**src/core/mdt_consts.vh**
```
// Purpose: shared constants for the modem dial timing control block
// Assumes: 10 MHz ref_clk
// Notes:   setting numbers are the command-visible register indices
`ifndef MDT_CONSTS_VH
`define MDT_CONSTS_VH
`define MDT_CLK_HZ         10000000
`define MDT_MS_PER_SEC     1000
`define MDT_CYC_PER_MS     (`MDT_CLK_HZ / 1000)
`define MDT_SEC_PER_MIN    60
`define MDT_NUM_RING       5'd0
`define MDT_NUM_DIALWAIT   5'd6
`define MDT_NUM_COMMA      5'd8
`define MDT_NUM_TONE       5'd11
`define MDT_NUM_ESCAPE     5'd13
`define MDT_NUM_RESTORAL   5'd18
`define MDT_NUM_DIALBACK   5'd19
`define MDT_RST_RING       8'h01
`define MDT_RST_DIALWAIT   8'h02
`define MDT_RST_COMMA      8'h02
`define MDT_RST_TONE       8'h46
`define MDT_RST_ESCAPE     8'h25
`define MDT_RST_RESTORAL   8'h1E
`define MDT_RST_DIALBACK   8'h01
`define MDT_ESC_MASK       8'h7F
`define MDT_ESC_REPEAT     2'd3
`define MDT_XON            8'h11
`define MDT_XOFF           8'h13
`define MDT_FIFO_W         8
`define MDT_FIFO_D         16
`define MDT_FIFO_AW        4
`define MDT_FIFO_HI        5'd12
`define MDT_FIFO_LO        5'd4
`endif

```
**src/core/mdt_fifo.v**
```verilog
// Purpose: channel data FIFO in flip-flops
// Assumes: single clock, synchronous reset
// Notes:   full and empty come from a count
`timescale 1ns/100ps
`default_nettype none
module mdt_fifo #(
  parameter WIDTH = 8,
  parameter DEPTH = 16,
  parameter AW    = 4
) (
  input  wire             ref_clk,
  input  wire             sys_rst,
  input  wire             clkEn,
  input  wire             inValid,
  output wire             inReady,
  input  wire [WIDTH-1:0] inData,
  output wire             outValid,
  input  wire             outReady,
  output wire [WIDTH-1:0] outData,
  output wire [AW:0]      fillLevel
);
  reg [WIDTH-1:0] memQ [0:DEPTH-1];
  reg [AW-1:0]    wrPtrQ;
  reg [AW-1:0]    rdPtrQ;
  reg [AW:0]      cntQ;
  wire            doWr;
  wire            doRd;

  assign inReady   = (cntQ != DEPTH[AW:0]);
  assign outValid  = (cntQ != {(AW+1){1'b0}});
  assign outData   = memQ[rdPtrQ];
  assign fillLevel = cntQ;
  assign doWr      = clkEn && inValid && inReady;
  assign doRd      = clkEn && outValid && outReady;

  always @(posedge ref_clk)
  begin
    if (sys_rst)
    begin
      wrPtrQ <= {AW{1'b0}};
      rdPtrQ <= {AW{1'b0}};
      cntQ   <= {(AW+1){1'b0}};
    end
    else
    begin
      if (doWr)
      begin
        memQ[wrPtrQ] <= inData;
        wrPtrQ       <= wrPtrQ + 1'b1;
      end
      if (doRd)
        rdPtrQ <= rdPtrQ + 1'b1;
      if (doWr && !doRd)
        cntQ <= cntQ + 1'b1;
      else if (doRd && !doWr)
        cntQ <= cntQ - 1'b1;
    end
  end
endmodule // mdt_fifo
`default_nettype wire

```
**src/core/mdt_tick_gen.v**
```verilog
// Purpose: millisecond, second and minute strobes
// Assumes: 10 MHz ref_clk
// Notes:   strobes are one cycle wide and nest
`timescale 1ns/100ps
`default_nettype none
`include "mdt_consts.vh"
module mdt_tick_gen (
  input  wire ref_clk,
  input  wire sys_rst,
  input  wire clkEn,
  output reg  msTick,
  output reg  secTick,
  output reg  minTick
);
  localparam integer CYC_MS_I  = `MDT_CYC_PER_MS;
  localparam integer MS_SEC_I  = `MDT_MS_PER_SEC;
  localparam integer SEC_MIN_I = `MDT_SEC_PER_MIN;
  // Counters sized to the fixed rates; the cut is deliberate
  localparam [13:0]  CYC_MS    = CYC_MS_I[13:0];
  localparam [9:0]   MS_SEC    = MS_SEC_I[9:0];
  localparam [5:0]   SEC_MIN   = SEC_MIN_I[5:0];
  reg [13:0] cycQ;
  reg [9:0]  msQ;
  reg [5:0]  secQ;

  always @(posedge ref_clk)
  begin
    if (sys_rst)
    begin
      cycQ    <= 14'h0000;
      msQ     <= 10'h000;
      secQ    <= 6'h00;
      msTick  <= 1'b0;
      secTick <= 1'b0;
      minTick <= 1'b0;
    end
    else if (clkEn)
    begin
      msTick  <= 1'b0;
      secTick <= 1'b0;
      minTick <= 1'b0;
      if (cycQ == CYC_MS - 14'h0001)
      begin
        cycQ   <= 14'h0000;
        msTick <= 1'b1;
        if (msQ == MS_SEC - 10'h001)
        begin
          msQ     <= 10'h000;
          secTick <= 1'b1;
          if (secQ == SEC_MIN - 6'h01)
          begin
            secQ    <= 6'h00;
            minTick <= 1'b1;
          end
          else
            secQ <= secQ + 6'h01;
        end
        else
          msQ <= msQ + 10'h001;
      end
      else
        cycQ <= cycQ + 14'h0001;
    end
  end
endmodule // mdt_tick_gen
`default_nettype wire

```
**src/core/mdt_dial_ctrl.v**
```verilog
// Purpose: setting registers, dial timers, escape detect and flow control
// Assumes: 10 MHz ref_clk; command parser outside decodes query and assign
// Notes:   rules listed below
`timescale 1ns/100ps
`default_nettype none
`include "mdt_consts.vh"
module mdt_dial_ctrl (
  input  wire       ref_clk,
  input  wire       sys_rst,
  input  wire       clkEn,
  input  wire       linkAccessOn,
  input  wire       linkAccessOff,
  input  wire       settingQuery,
  input  wire       settingAssign,
  input  wire [4:0] settingNum,
  input  wire [7:0] settingWrData,
  output reg  [7:0] settingRdData,
  output reg        settingRdValid,
  output reg        settingErr,
  output reg        linkAccessQ,
  input  wire       ringPin,
  output reg        answerCall,
  input  wire       dialCmd,
  input  wire       pauseChar,
  input  wire       busyDetect,
  input  wire       toneReq,
  output wire       dialBusy,
  output reg        dialStart,
  output reg        toneOn,
  output reg        retryCall,
  input  wire       remoteCharValid,
  input  wire [7:0] remoteChar,
  output reg        remoteConfigStart,
  input  wire       dialBackupMode,
  input  wire       leasedLineFail,
  output reg        restoralTest,
  output reg        dialBackActive,
  input  wire       hwFlowSel,
  input  wire       chanInValid,
  output wire       chanInReady,
  input  wire [7:0] chanInData,
  output wire       chanOutValid,
  input  wire       chanOutReady,
  output wire [7:0] chanOutData,
  input  wire       chanCtsPaceN,
  output reg        chanCts,
  output reg        flowCharValid,
  output reg  [7:0] flowChar,
  input  wire       flowCharReady
);
  localparam [2:0] ST_IDLE  = 3'd0;
  localparam [2:0] ST_WAIT  = 3'd1;
  localparam [2:0] ST_PAUSE = 3'd2;
  localparam [2:0] ST_TONE  = 3'd3;
  localparam [2:0] ST_GAP   = 3'd4;
  localparam [2:0] ST_BUSY  = 3'd5;

  reg  [7:0] ringSetQ, dialWaitQ, commaQ, toneQ, escQ, restoralQ, dialBackQ;
  reg  [2:0] stateQ;
  reg  [7:0] timerQ;
  reg  [7:0] ringCntQ;
  reg  [1:0] escCntQ;
  reg  [7:0] restoralCntQ;
  reg  [7:0] dialBackCntQ;
  reg        flowHaltQ;
  reg        pendCharQ;
  reg  [7:0] pendValQ;
  reg        ringS1Q, ringS2Q, ringS3Q, paceS1Q, paceS2Q;
  wire       msTick, secTick, minTick;
  wire [4:0] fillLevel;
  wire       fifoOutValid;
  wire       paceHold;

  function known;
    input [4:0] num;
    begin
      known = (num == `MDT_NUM_RING) || (num == `MDT_NUM_DIALWAIT) || (num == `MDT_NUM_COMMA) ||
              (num == `MDT_NUM_TONE) || (num == `MDT_NUM_ESCAPE) || (num == `MDT_NUM_RESTORAL) ||
              (num == `MDT_NUM_DIALBACK);
    end
  endfunction

  // Counter reload with zero treated as one, so it expires on the first tick
  function [7:0] loadVal;
    input [7:0] v;
    begin
      loadVal = (v == 8'h00) ? 8'h01 : v;
    end
  endfunction

  mdt_tick_gen uTick (
    .ref_clk (ref_clk),
    .sys_rst (sys_rst),
    .clkEn   (clkEn),
    .msTick  (msTick),
    .secTick (secTick),
    .minTick (minTick)
  );

  mdt_fifo #(.WIDTH(`MDT_FIFO_W), .DEPTH(`MDT_FIFO_D), .AW(`MDT_FIFO_AW)) uFifo (
    .ref_clk   (ref_clk),
    .sys_rst   (sys_rst),
    .clkEn     (clkEn),
    .inValid   (chanInValid),
    .inReady   (chanInReady),
    .inData    (chanInData),
    .outValid  (fifoOutValid),
    .outReady  (chanOutReady && !paceHold),
    .outData   (chanOutData),
    .fillLevel (fillLevel)
  );

  // Channel pacing follows the pace pin only with hardware flow control; none with software flow control
  assign paceHold     = hwFlowSel ? !paceS2Q : 1'b0;
  assign chanOutValid = fifoOutValid && !paceHold;
  assign dialBusy     = (stateQ != ST_IDLE);

  always @(posedge ref_clk)
  begin
    if (sys_rst)
    begin
      ringSetQ <= `MDT_RST_RING; dialWaitQ <= `MDT_RST_DIALWAIT; commaQ <= `MDT_RST_COMMA;
      toneQ <= `MDT_RST_TONE; escQ <= `MDT_RST_ESCAPE; restoralQ <= `MDT_RST_RESTORAL;
      dialBackQ <= `MDT_RST_DIALBACK;
      settingRdData <= 8'h00; settingRdValid <= 1'b0; settingErr <= 1'b0; linkAccessQ <= 1'b0;
      ringS1Q <= 1'b0; ringS2Q <= 1'b0; ringS3Q <= 1'b0; paceS1Q <= 1'b1; paceS2Q <= 1'b1;
      ringCntQ <= 8'h00; answerCall <= 1'b0;
      stateQ <= ST_IDLE; timerQ <= 8'h00; dialStart <= 1'b0; toneOn <= 1'b0; retryCall <= 1'b0;
      escCntQ <= 2'd0; remoteConfigStart <= 1'b0;
      restoralCntQ <= 8'h00; restoralTest <= 1'b0; dialBackCntQ <= 8'h00; dialBackActive <= 1'b0;
      flowHaltQ <= 1'b0; pendCharQ <= 1'b0; pendValQ <= 8'h00;
      chanCts <= 1'b1; flowCharValid <= 1'b0; flowChar <= 8'h00;
    end
    else if (clkEn)
    begin
      // Pins are asynchronous; stage two is read, and stage three for the ring edge
      ringS1Q <= ringPin; ringS2Q <= ringS1Q; ringS3Q <= ringS2Q;
      paceS1Q <= chanCtsPaceN; paceS2Q <= paceS1Q;

      settingRdValid <= 1'b0;
      settingErr     <= 1'b0;
      if (linkAccessOff)
        linkAccessQ <= 1'b0;
      else if (linkAccessOn)
        linkAccessQ <= 1'b1;
      // Commands while access is off are refused, not queued
      if ((settingQuery || settingAssign) && (!linkAccessQ || !known(settingNum)))
        settingErr <= 1'b1;
      else if (settingQuery)
      begin
        settingRdValid <= 1'b1;
        case (settingNum)
          `MDT_NUM_RING:     settingRdData <= ringSetQ;
          `MDT_NUM_DIALWAIT: settingRdData <= dialWaitQ;
          `MDT_NUM_COMMA:    settingRdData <= commaQ;
          `MDT_NUM_TONE:     settingRdData <= toneQ;
          `MDT_NUM_ESCAPE:   settingRdData <= escQ;
          `MDT_NUM_RESTORAL: settingRdData <= restoralQ;
          default:           settingRdData <= dialBackQ;
        endcase
      end
      else if (settingAssign)
      begin
        case (settingNum)
          `MDT_NUM_RING:     ringSetQ  <= settingWrData;
          `MDT_NUM_DIALWAIT: dialWaitQ <= settingWrData;
          `MDT_NUM_COMMA:    commaQ    <= settingWrData;
          `MDT_NUM_TONE:     toneQ     <= settingWrData; // Below 50 ms is stored as given
          `MDT_NUM_ESCAPE:   escQ      <= settingWrData & `MDT_ESC_MASK;
          `MDT_NUM_RESTORAL: restoralQ <= settingWrData;
          default:           dialBackQ <= settingWrData;
        endcase
      end

      // Ring counting on rising edges of the synchronised ring line
      answerCall <= 1'b0;
      if (ringS2Q && !ringS3Q && ringSetQ != 8'h00)
      begin
        if (ringCntQ + 8'h01 >= ringSetQ)
        begin
          answerCall <= 1'b1;
          ringCntQ   <= 8'h00;
        end
        else
          ringCntQ <= ringCntQ + 8'h01;
      end

      dialStart <= 1'b0;
      retryCall <= 1'b0;
      case (stateQ)
        ST_IDLE:
        begin
          toneOn <= 1'b0;
          if (dialCmd)
          begin
            stateQ <= ST_WAIT;
            timerQ <= loadVal(dialWaitQ);
          end
          else if (busyDetect)
          begin
            stateQ <= ST_BUSY;
            timerQ <= loadVal(commaQ);
          end
          else if (pauseChar && commaQ != 8'h00)
          begin
            stateQ <= ST_PAUSE;
            timerQ <= commaQ;
          end
          else if (toneReq)
          begin
            stateQ <= ST_TONE;
            toneOn <= 1'b1;
            timerQ <= loadVal(toneQ);
          end
        end
        // Waits and gaps share one down-counter; the tick and the end pulse differ
        ST_WAIT, ST_PAUSE, ST_BUSY, ST_GAP:
          if ((stateQ == ST_GAP) ? msTick : secTick)
          begin
            if (timerQ == 8'h01)
            begin
              dialStart <= (stateQ == ST_WAIT);
              retryCall <= (stateQ == ST_BUSY);
              stateQ    <= ST_IDLE;
            end
            timerQ <= timerQ - 8'h01;
          end
        ST_TONE:
          if (msTick)
          begin
            if (timerQ == 8'h01)
            begin
              toneOn <= 1'b0;
              stateQ <= ST_GAP;
              timerQ <= loadVal(toneQ);
            end
            else
              timerQ <= timerQ - 8'h01;
          end
        default:
          stateQ <= ST_IDLE;
      endcase

      // Any other character breaks the run of escapes
      remoteConfigStart <= 1'b0;
      if (remoteCharValid)
      begin
        if (remoteChar == escQ)
        begin
          if (escCntQ == `MDT_ESC_REPEAT - 2'd1)
          begin
            remoteConfigStart <= 1'b1;
            escCntQ           <= 2'd0;
          end
          else
            escCntQ <= escCntQ + 2'd1;
        end
        else
          escCntQ <= 2'd0;
      end

      restoralTest <= 1'b0;
      if (!dialBackupMode)
        restoralCntQ <= 8'h00;
      else if (minTick)
      begin
        if (restoralCntQ + 8'h01 >= restoralQ)
        begin
          restoralTest <= 1'b1;
          restoralCntQ <= 8'h00;
        end
        else
          restoralCntQ <= restoralCntQ + 8'h01;
      end

      // Zero setting gives no reconnection window at all
      if (leasedLineFail && !dialBackActive)
      begin
        dialBackActive <= (dialBackQ != 8'h00);
        dialBackCntQ   <= dialBackQ;
      end
      else if (dialBackActive && minTick)
      begin
        if (dialBackCntQ == 8'h01)
          dialBackActive <= 1'b0;
        dialBackCntQ <= dialBackCntQ - 8'h01;
      end

      // Hysteresis keeps flow signalling from chattering
      if (fillLevel >= `MDT_FIFO_HI)
        flowHaltQ <= 1'b1;
      else if (fillLevel <= `MDT_FIFO_LO)
        flowHaltQ <= 1'b0;
      chanCts <= hwFlowSel ? !flowHaltQ : 1'b1;
      if (flowCharValid && flowCharReady)
        flowCharValid <= 1'b0;
      else if (!hwFlowSel && pendCharQ && !flowCharValid)
      begin
        flowCharValid <= 1'b1;
        flowChar      <= pendValQ;
      end
      if (!hwFlowSel && (fillLevel >= `MDT_FIFO_HI) && !flowHaltQ)
      begin
        pendCharQ <= 1'b1;
        pendValQ  <= `MDT_XOFF;
      end
      else if (!hwFlowSel && (fillLevel <= `MDT_FIFO_LO) && flowHaltQ)
      begin
        pendCharQ <= 1'b1;
        pendValQ  <= `MDT_XON;
      end
      else if (!flowCharValid && pendCharQ)
        pendCharQ <= 1'b0;
    end
  end
endmodule // mdt_dial_ctrl
`default_nettype wire

```
**config.mk**
```make
export PLATFORM = sky130hd
export DESIGN_NAME = mdt_dial_ctrl
export DESIGN_NICKNAME = d
export VERILOG_FILES = /design/src/core/mdt_fifo.v /design/src/core/mdt_tick_gen.v /design/src/core/mdt_dial_ctrl.v
export VERILOG_INCLUDE_DIRS = /design/src /design/src/core
export SDC_FILE = /design/constraint.sdc
export NUM_CORES = 1
export LEC_CHECK = 0
export BUFFER_PORTS_ARGS = -buffer_cell sky130_fd_sc_hd__buf_2
export CORE_MARGIN = 8
export CORE_UTILIZATION = 55
export CTS_CLUSTER_DIAMETER = 30
export DETAILED_ROUTE_END_ITERATION = 10
export PLACE_DENSITY = 0.88
export SETUP_SLACK_MARGIN = 0.4
export SLEW_MARGIN = 0
export SYNTH_ARGS = -nofsm -noshare
export SYNTH_HDL_FRONTEND = slang
export SYNTH_SLANG_ARGS = --single-unit
```
**constraint.sdc**
```tcl
create_clock -name ref_clk -period 2.6 [get_ports ref_clk]
set_input_delay 0.13 -clock ref_clk [delete_from_list [all_inputs] [get_ports ref_clk]]
set_output_delay 0.13 -clock ref_clk [all_outputs]
set_load 0.02 [all_outputs]
```
==> results by group <==
Status
  – Status: finished, final reports clean

STA
  – Max Freq: 392 MHz
  – Final Hold Fails: 0
  – RSZ-0062 raised after global routing: true
  – Final min period: 2550 ps
  – Hold Slack: 44.5 ps
  – Slew @ Worst Pin: 820 ps
  – Setup TNS: 0 ps
  – Max Slew Vio Count: 0
  – Slew Limit Headroom: 0.451
  – Clk_skew: 29.1 ps
  – Crit share post-route: 0.981
  – Setup violations, final: 0

Critical path
  – Worst EP arrival: 2420 ps
  – Crit path max-delay cell type: mux4_2
  – Reg2reg end: uFifo.fillLevel[4]
  – Critical Path Stages: 4
  – Critical Path End: chanOutData[4]
  – Crit-path leading delay family: multiplexers
  – Cell Chain, Critical Path: buf_12 -> mux4_2 -> mux4_2 -> buf_2
  – Worst Setup Start Kind: flop
  – Worst R2R Setup Slack: 120 ps
  – Crit-path max FO: 8
  – WS Path Type: reg -> out
  – Reg2Reg Depth: 12
  – CP required: 2470 ps
  – CP most frequent cell: mux4_2
  – WP buf/inv: 2
  – CP Capture Type: primary output
  – CP max stage delay: 540 ps
  – RR Startpoint: uFifo.fillLevel[2]

Pwr
  – Combinational share of power: 0.171
  – Maximum VDD drop: 0.655 mV
  – Leak pwr: 6.49 nW
  – Switching power: 4.42 mW
  – Sequential Power Share: 0.337
  – Switching share of power: 0.279
  – Clock share of power: 0.492
  – Cell internal pwr: 11.4 mW
  – Cell Pwr Density: 901 nW/um^2

Layout
  – Layout cells sized above 1: 0.269
  – Area growth, synth to finish: 28.7%
  – Fin util: 0.721
  – Final net count: 1487

Worst hold path
  – Beginning of the worst hold path: remoteChar[3]
  – Worst min-delay path class: in -> reg

Placement
  – Port buffer count: 82
  – Final GP Congestion: 0.930
  – DP HPWL: 23100 um

Synthesis
  – Register area share after synthesis: 0.535
  – Synthesized instance count: 1227
  – Synth warn: 0
  – Number of synthesized flops with an enable pin: 128
  – Synthesized cell area: 13700 sq um
  – Post-synth top flop: dfxtp_1
  – Mean Syn Cell Area: 11.1 sq um
  – Yosys reg bits: 301
  – Distinct cells, synth: 73
  – FFs w/ async S/R, synth: 0

Drt
  – Drc violations: 0
  – Via density: 6.22
  – Routed len/inst: 22.3 um
  – Pre-antenna DRT Iters: 8
  – 1st-iter DRT viols: 1140
  – Final wirelength: 39500 um
  – Antenna-violating nets left: 0
  – Via count: 11000

Global route
  – Largest net degree at the start of global routing: 127
  – Total GRT Usage: 0.251
  – First-pass GRT wire length: 61000 um
  – M1 GR Usage: 0.294
  – GRT Max-Usage Layer: met2
  – GR Layer Usage met2: 0.421
  – Initial antenna violation count: 1
  – Vias in the first global route: 11300
  – Met3 usage: 0.0616
  – Total gr overflow: 0

CTS
  – Num CTS Buffers: 56
  – Clock Root Buffer: clkbuf_16
  – Clock Tree Buf Depth: 3
  – Clock sinks: 301
  – Clk slew on worst S/H paths: 50 ps
  – H-Tree Depth: 2
  – Clk Latency, worst-skew pair: 580 ps
  – CTS tree: done

Flow run
  – Max cap viols: 0

Floorplanning
  – Die Area: 30200 sq um
  – Io pins: 88
  – Std-Cell Rows: 57
  – Core region area: 24400 sq um
  – Die X: 174 um
  – Die H: 174 um
  – Initial Util: 0.560
## worst min path at each step
| stage | endpoint | slack, ps | cells after the start |
|---|---|---|---|
| CTS | escCntQ[1] | 50 | 5 |
| finish | escCntQ[1] | 40 | 5 |
| global route | escCntQ[1] | 70 | 5 |
| detailed placement | linkAccessQ | 340 | 2 |
| global placement | linkAccessQ | 320 | 2 |
| floorplan | uFifo.memQ[0][0] | 230 | 0 |
## what timing repair did
action	in CTS	in global routing
setup buffers	19	4
gates resized for setup	44	47
gates cloned	0	1
hold buffers	29	0
setup endpoints to repair	48	99
endpoints found under the hold margin	189	0
pin swaps	27	20
## area by class of cell
cell class / count / area [sq um]
repair buffers: 176 / 1270
flip-flops and latches: 301 / 7350
well taps: 324 / 405
clock inverters: 40 / 482
inverters: 38 / 150
multi-input cells: 830 / 6340
diodes: 1 / 2.50
clock buffers: 66 / 1590
fillers: 1509 / 6800
## metrics by stage
step / worst slack (ps) / power [mW] / instance area (sq um) / instances
after floorplan: 154 / 7.06 / 13800 / 1231
after global placement: 155 / 7.59 / 14700 / 1616
after detailed placement: -21.3 / 7.66 / 14700 / 1616
after CTS: 42.4 / 15.6 / 17300 / 1770
after global routing: 4.52 / 16.4 / 17600 / 1776
final: 49.8 / 15.8 / 17600 / 1776
## placed cells by master, fill, tap and decap left out, types with 8 or more instances in the layout
cell type	count
dfxtp_1	156
nor2_1	152
edfxtp_1	128
buf_2	77
nand2_1	65
clkbuf_16	63
a21oi_1	62
buf_4	59
mux2i_1	56
mux4_2	40
nor3_1	37
inv_1	35
nand3_1	33
xor2_1	30
ha_1	30
dlygate4sd3_1	29
o21ai_0	28
a22oi_1	25
xnor2_1	24
nor3b_1	15
a211oi_1	15
nand2b_1	14
nand4_1	13
nor4_1	13
or3_1	12
inv_6	10
dfxtp_2	9
and3_1	8
nor2_2	8
a22o_1	8
dfxtp_4	8
buf_6	8
## sequential cells by signal, summed over array words and instances, names as in the netlist, 2 cells and up, named ones only
name and count:
uFifo.memQ 128, uTick.cycQ 14, uTick.msQ 10, commaQ 8
dialBackCntQ 8, dialBackQ 8, dialWaitQ 8, restoralCntQ 8
restoralQ 8, ringCntQ 8, ringSetQ 8, settingRdData 8
timerQ 8, toneQ 8, escQ 7, uTick.secQ 6
uFifo.fillLevel 5, uFifo.rdPtrQ 4, uFifo.wrPtrQ 4, stateQ 3
escCntQ 2, flowChar 2, pendValQ 2
## cells in the mapped netlist, types with 31 or more instances
cell type	number	share of area
nand2_1	67	0.018
nand3_1	38	0.014
xor2_1	31	0.020
ha_1	34	0.031
a21oi_1	68	0.025
mux2i_1	56	0.041
nor2_1	161	0.044
clkbuf_1	33	0.0091
edfxtp_1	128	0.28
inv_1	38	0.010
nor3_1	40	0.015
dfxtp_1	173	0.25
mux4_2	40	0.066
## worst reg2reg max path: stages (launching register included)
cell and delay (ps):
dfxtp_2 330, nor4_4 310, a22oi_2 90, and3_4 210
inv_4 60, ha_4 160, inv_6 50, fa_2 340
a21o_1 170, a21oi_2 160, xnor2_2 90, or3_1 310
a21oi_1 130
## routing by layer
metal | vias to the layer above | routed length, um
met3 | 163 | 3650
li1 | 4907 | -
met1 | 5300 | 14700
met2 | 679 | 19400
met5 | - | 0
met4 | 0 | 1790
## power by group through the flow
stage / logic [mW] / registers, mW / clock network [mW]
6_report: 2.71 / 5.34 / 7.79
5_1_grt: 2.92 / 5.36 / 8.09
4_1_cts: 2.49 / 5.31 / 7.83
3_5_place_dp: 2.25 / 5.42 / 0
3_3_place_gp: 2.19 / 5.40 / 0
2_1_floorplan: 1.73 / 5.33 / 0
## kinds of logic (layout without fill, tap and decap cells)
family                     count (synthesis)  count (layout)  share of synthesized area
DFF                                      301             301                      0.535
muxes                                     99              99                      0.110
and+or+nand+nor                          430             430                      0.156
buffers and inverters                    100             320                     0.0321
xor gates and xnor gates                  60              60                     0.0384
other                                      1               6                   0.000274
AOI/OAI and AO/OA                        201             201                     0.0960
adders and majority gates                 35              35                     0.0326
(Power assumes the default switching activity.)
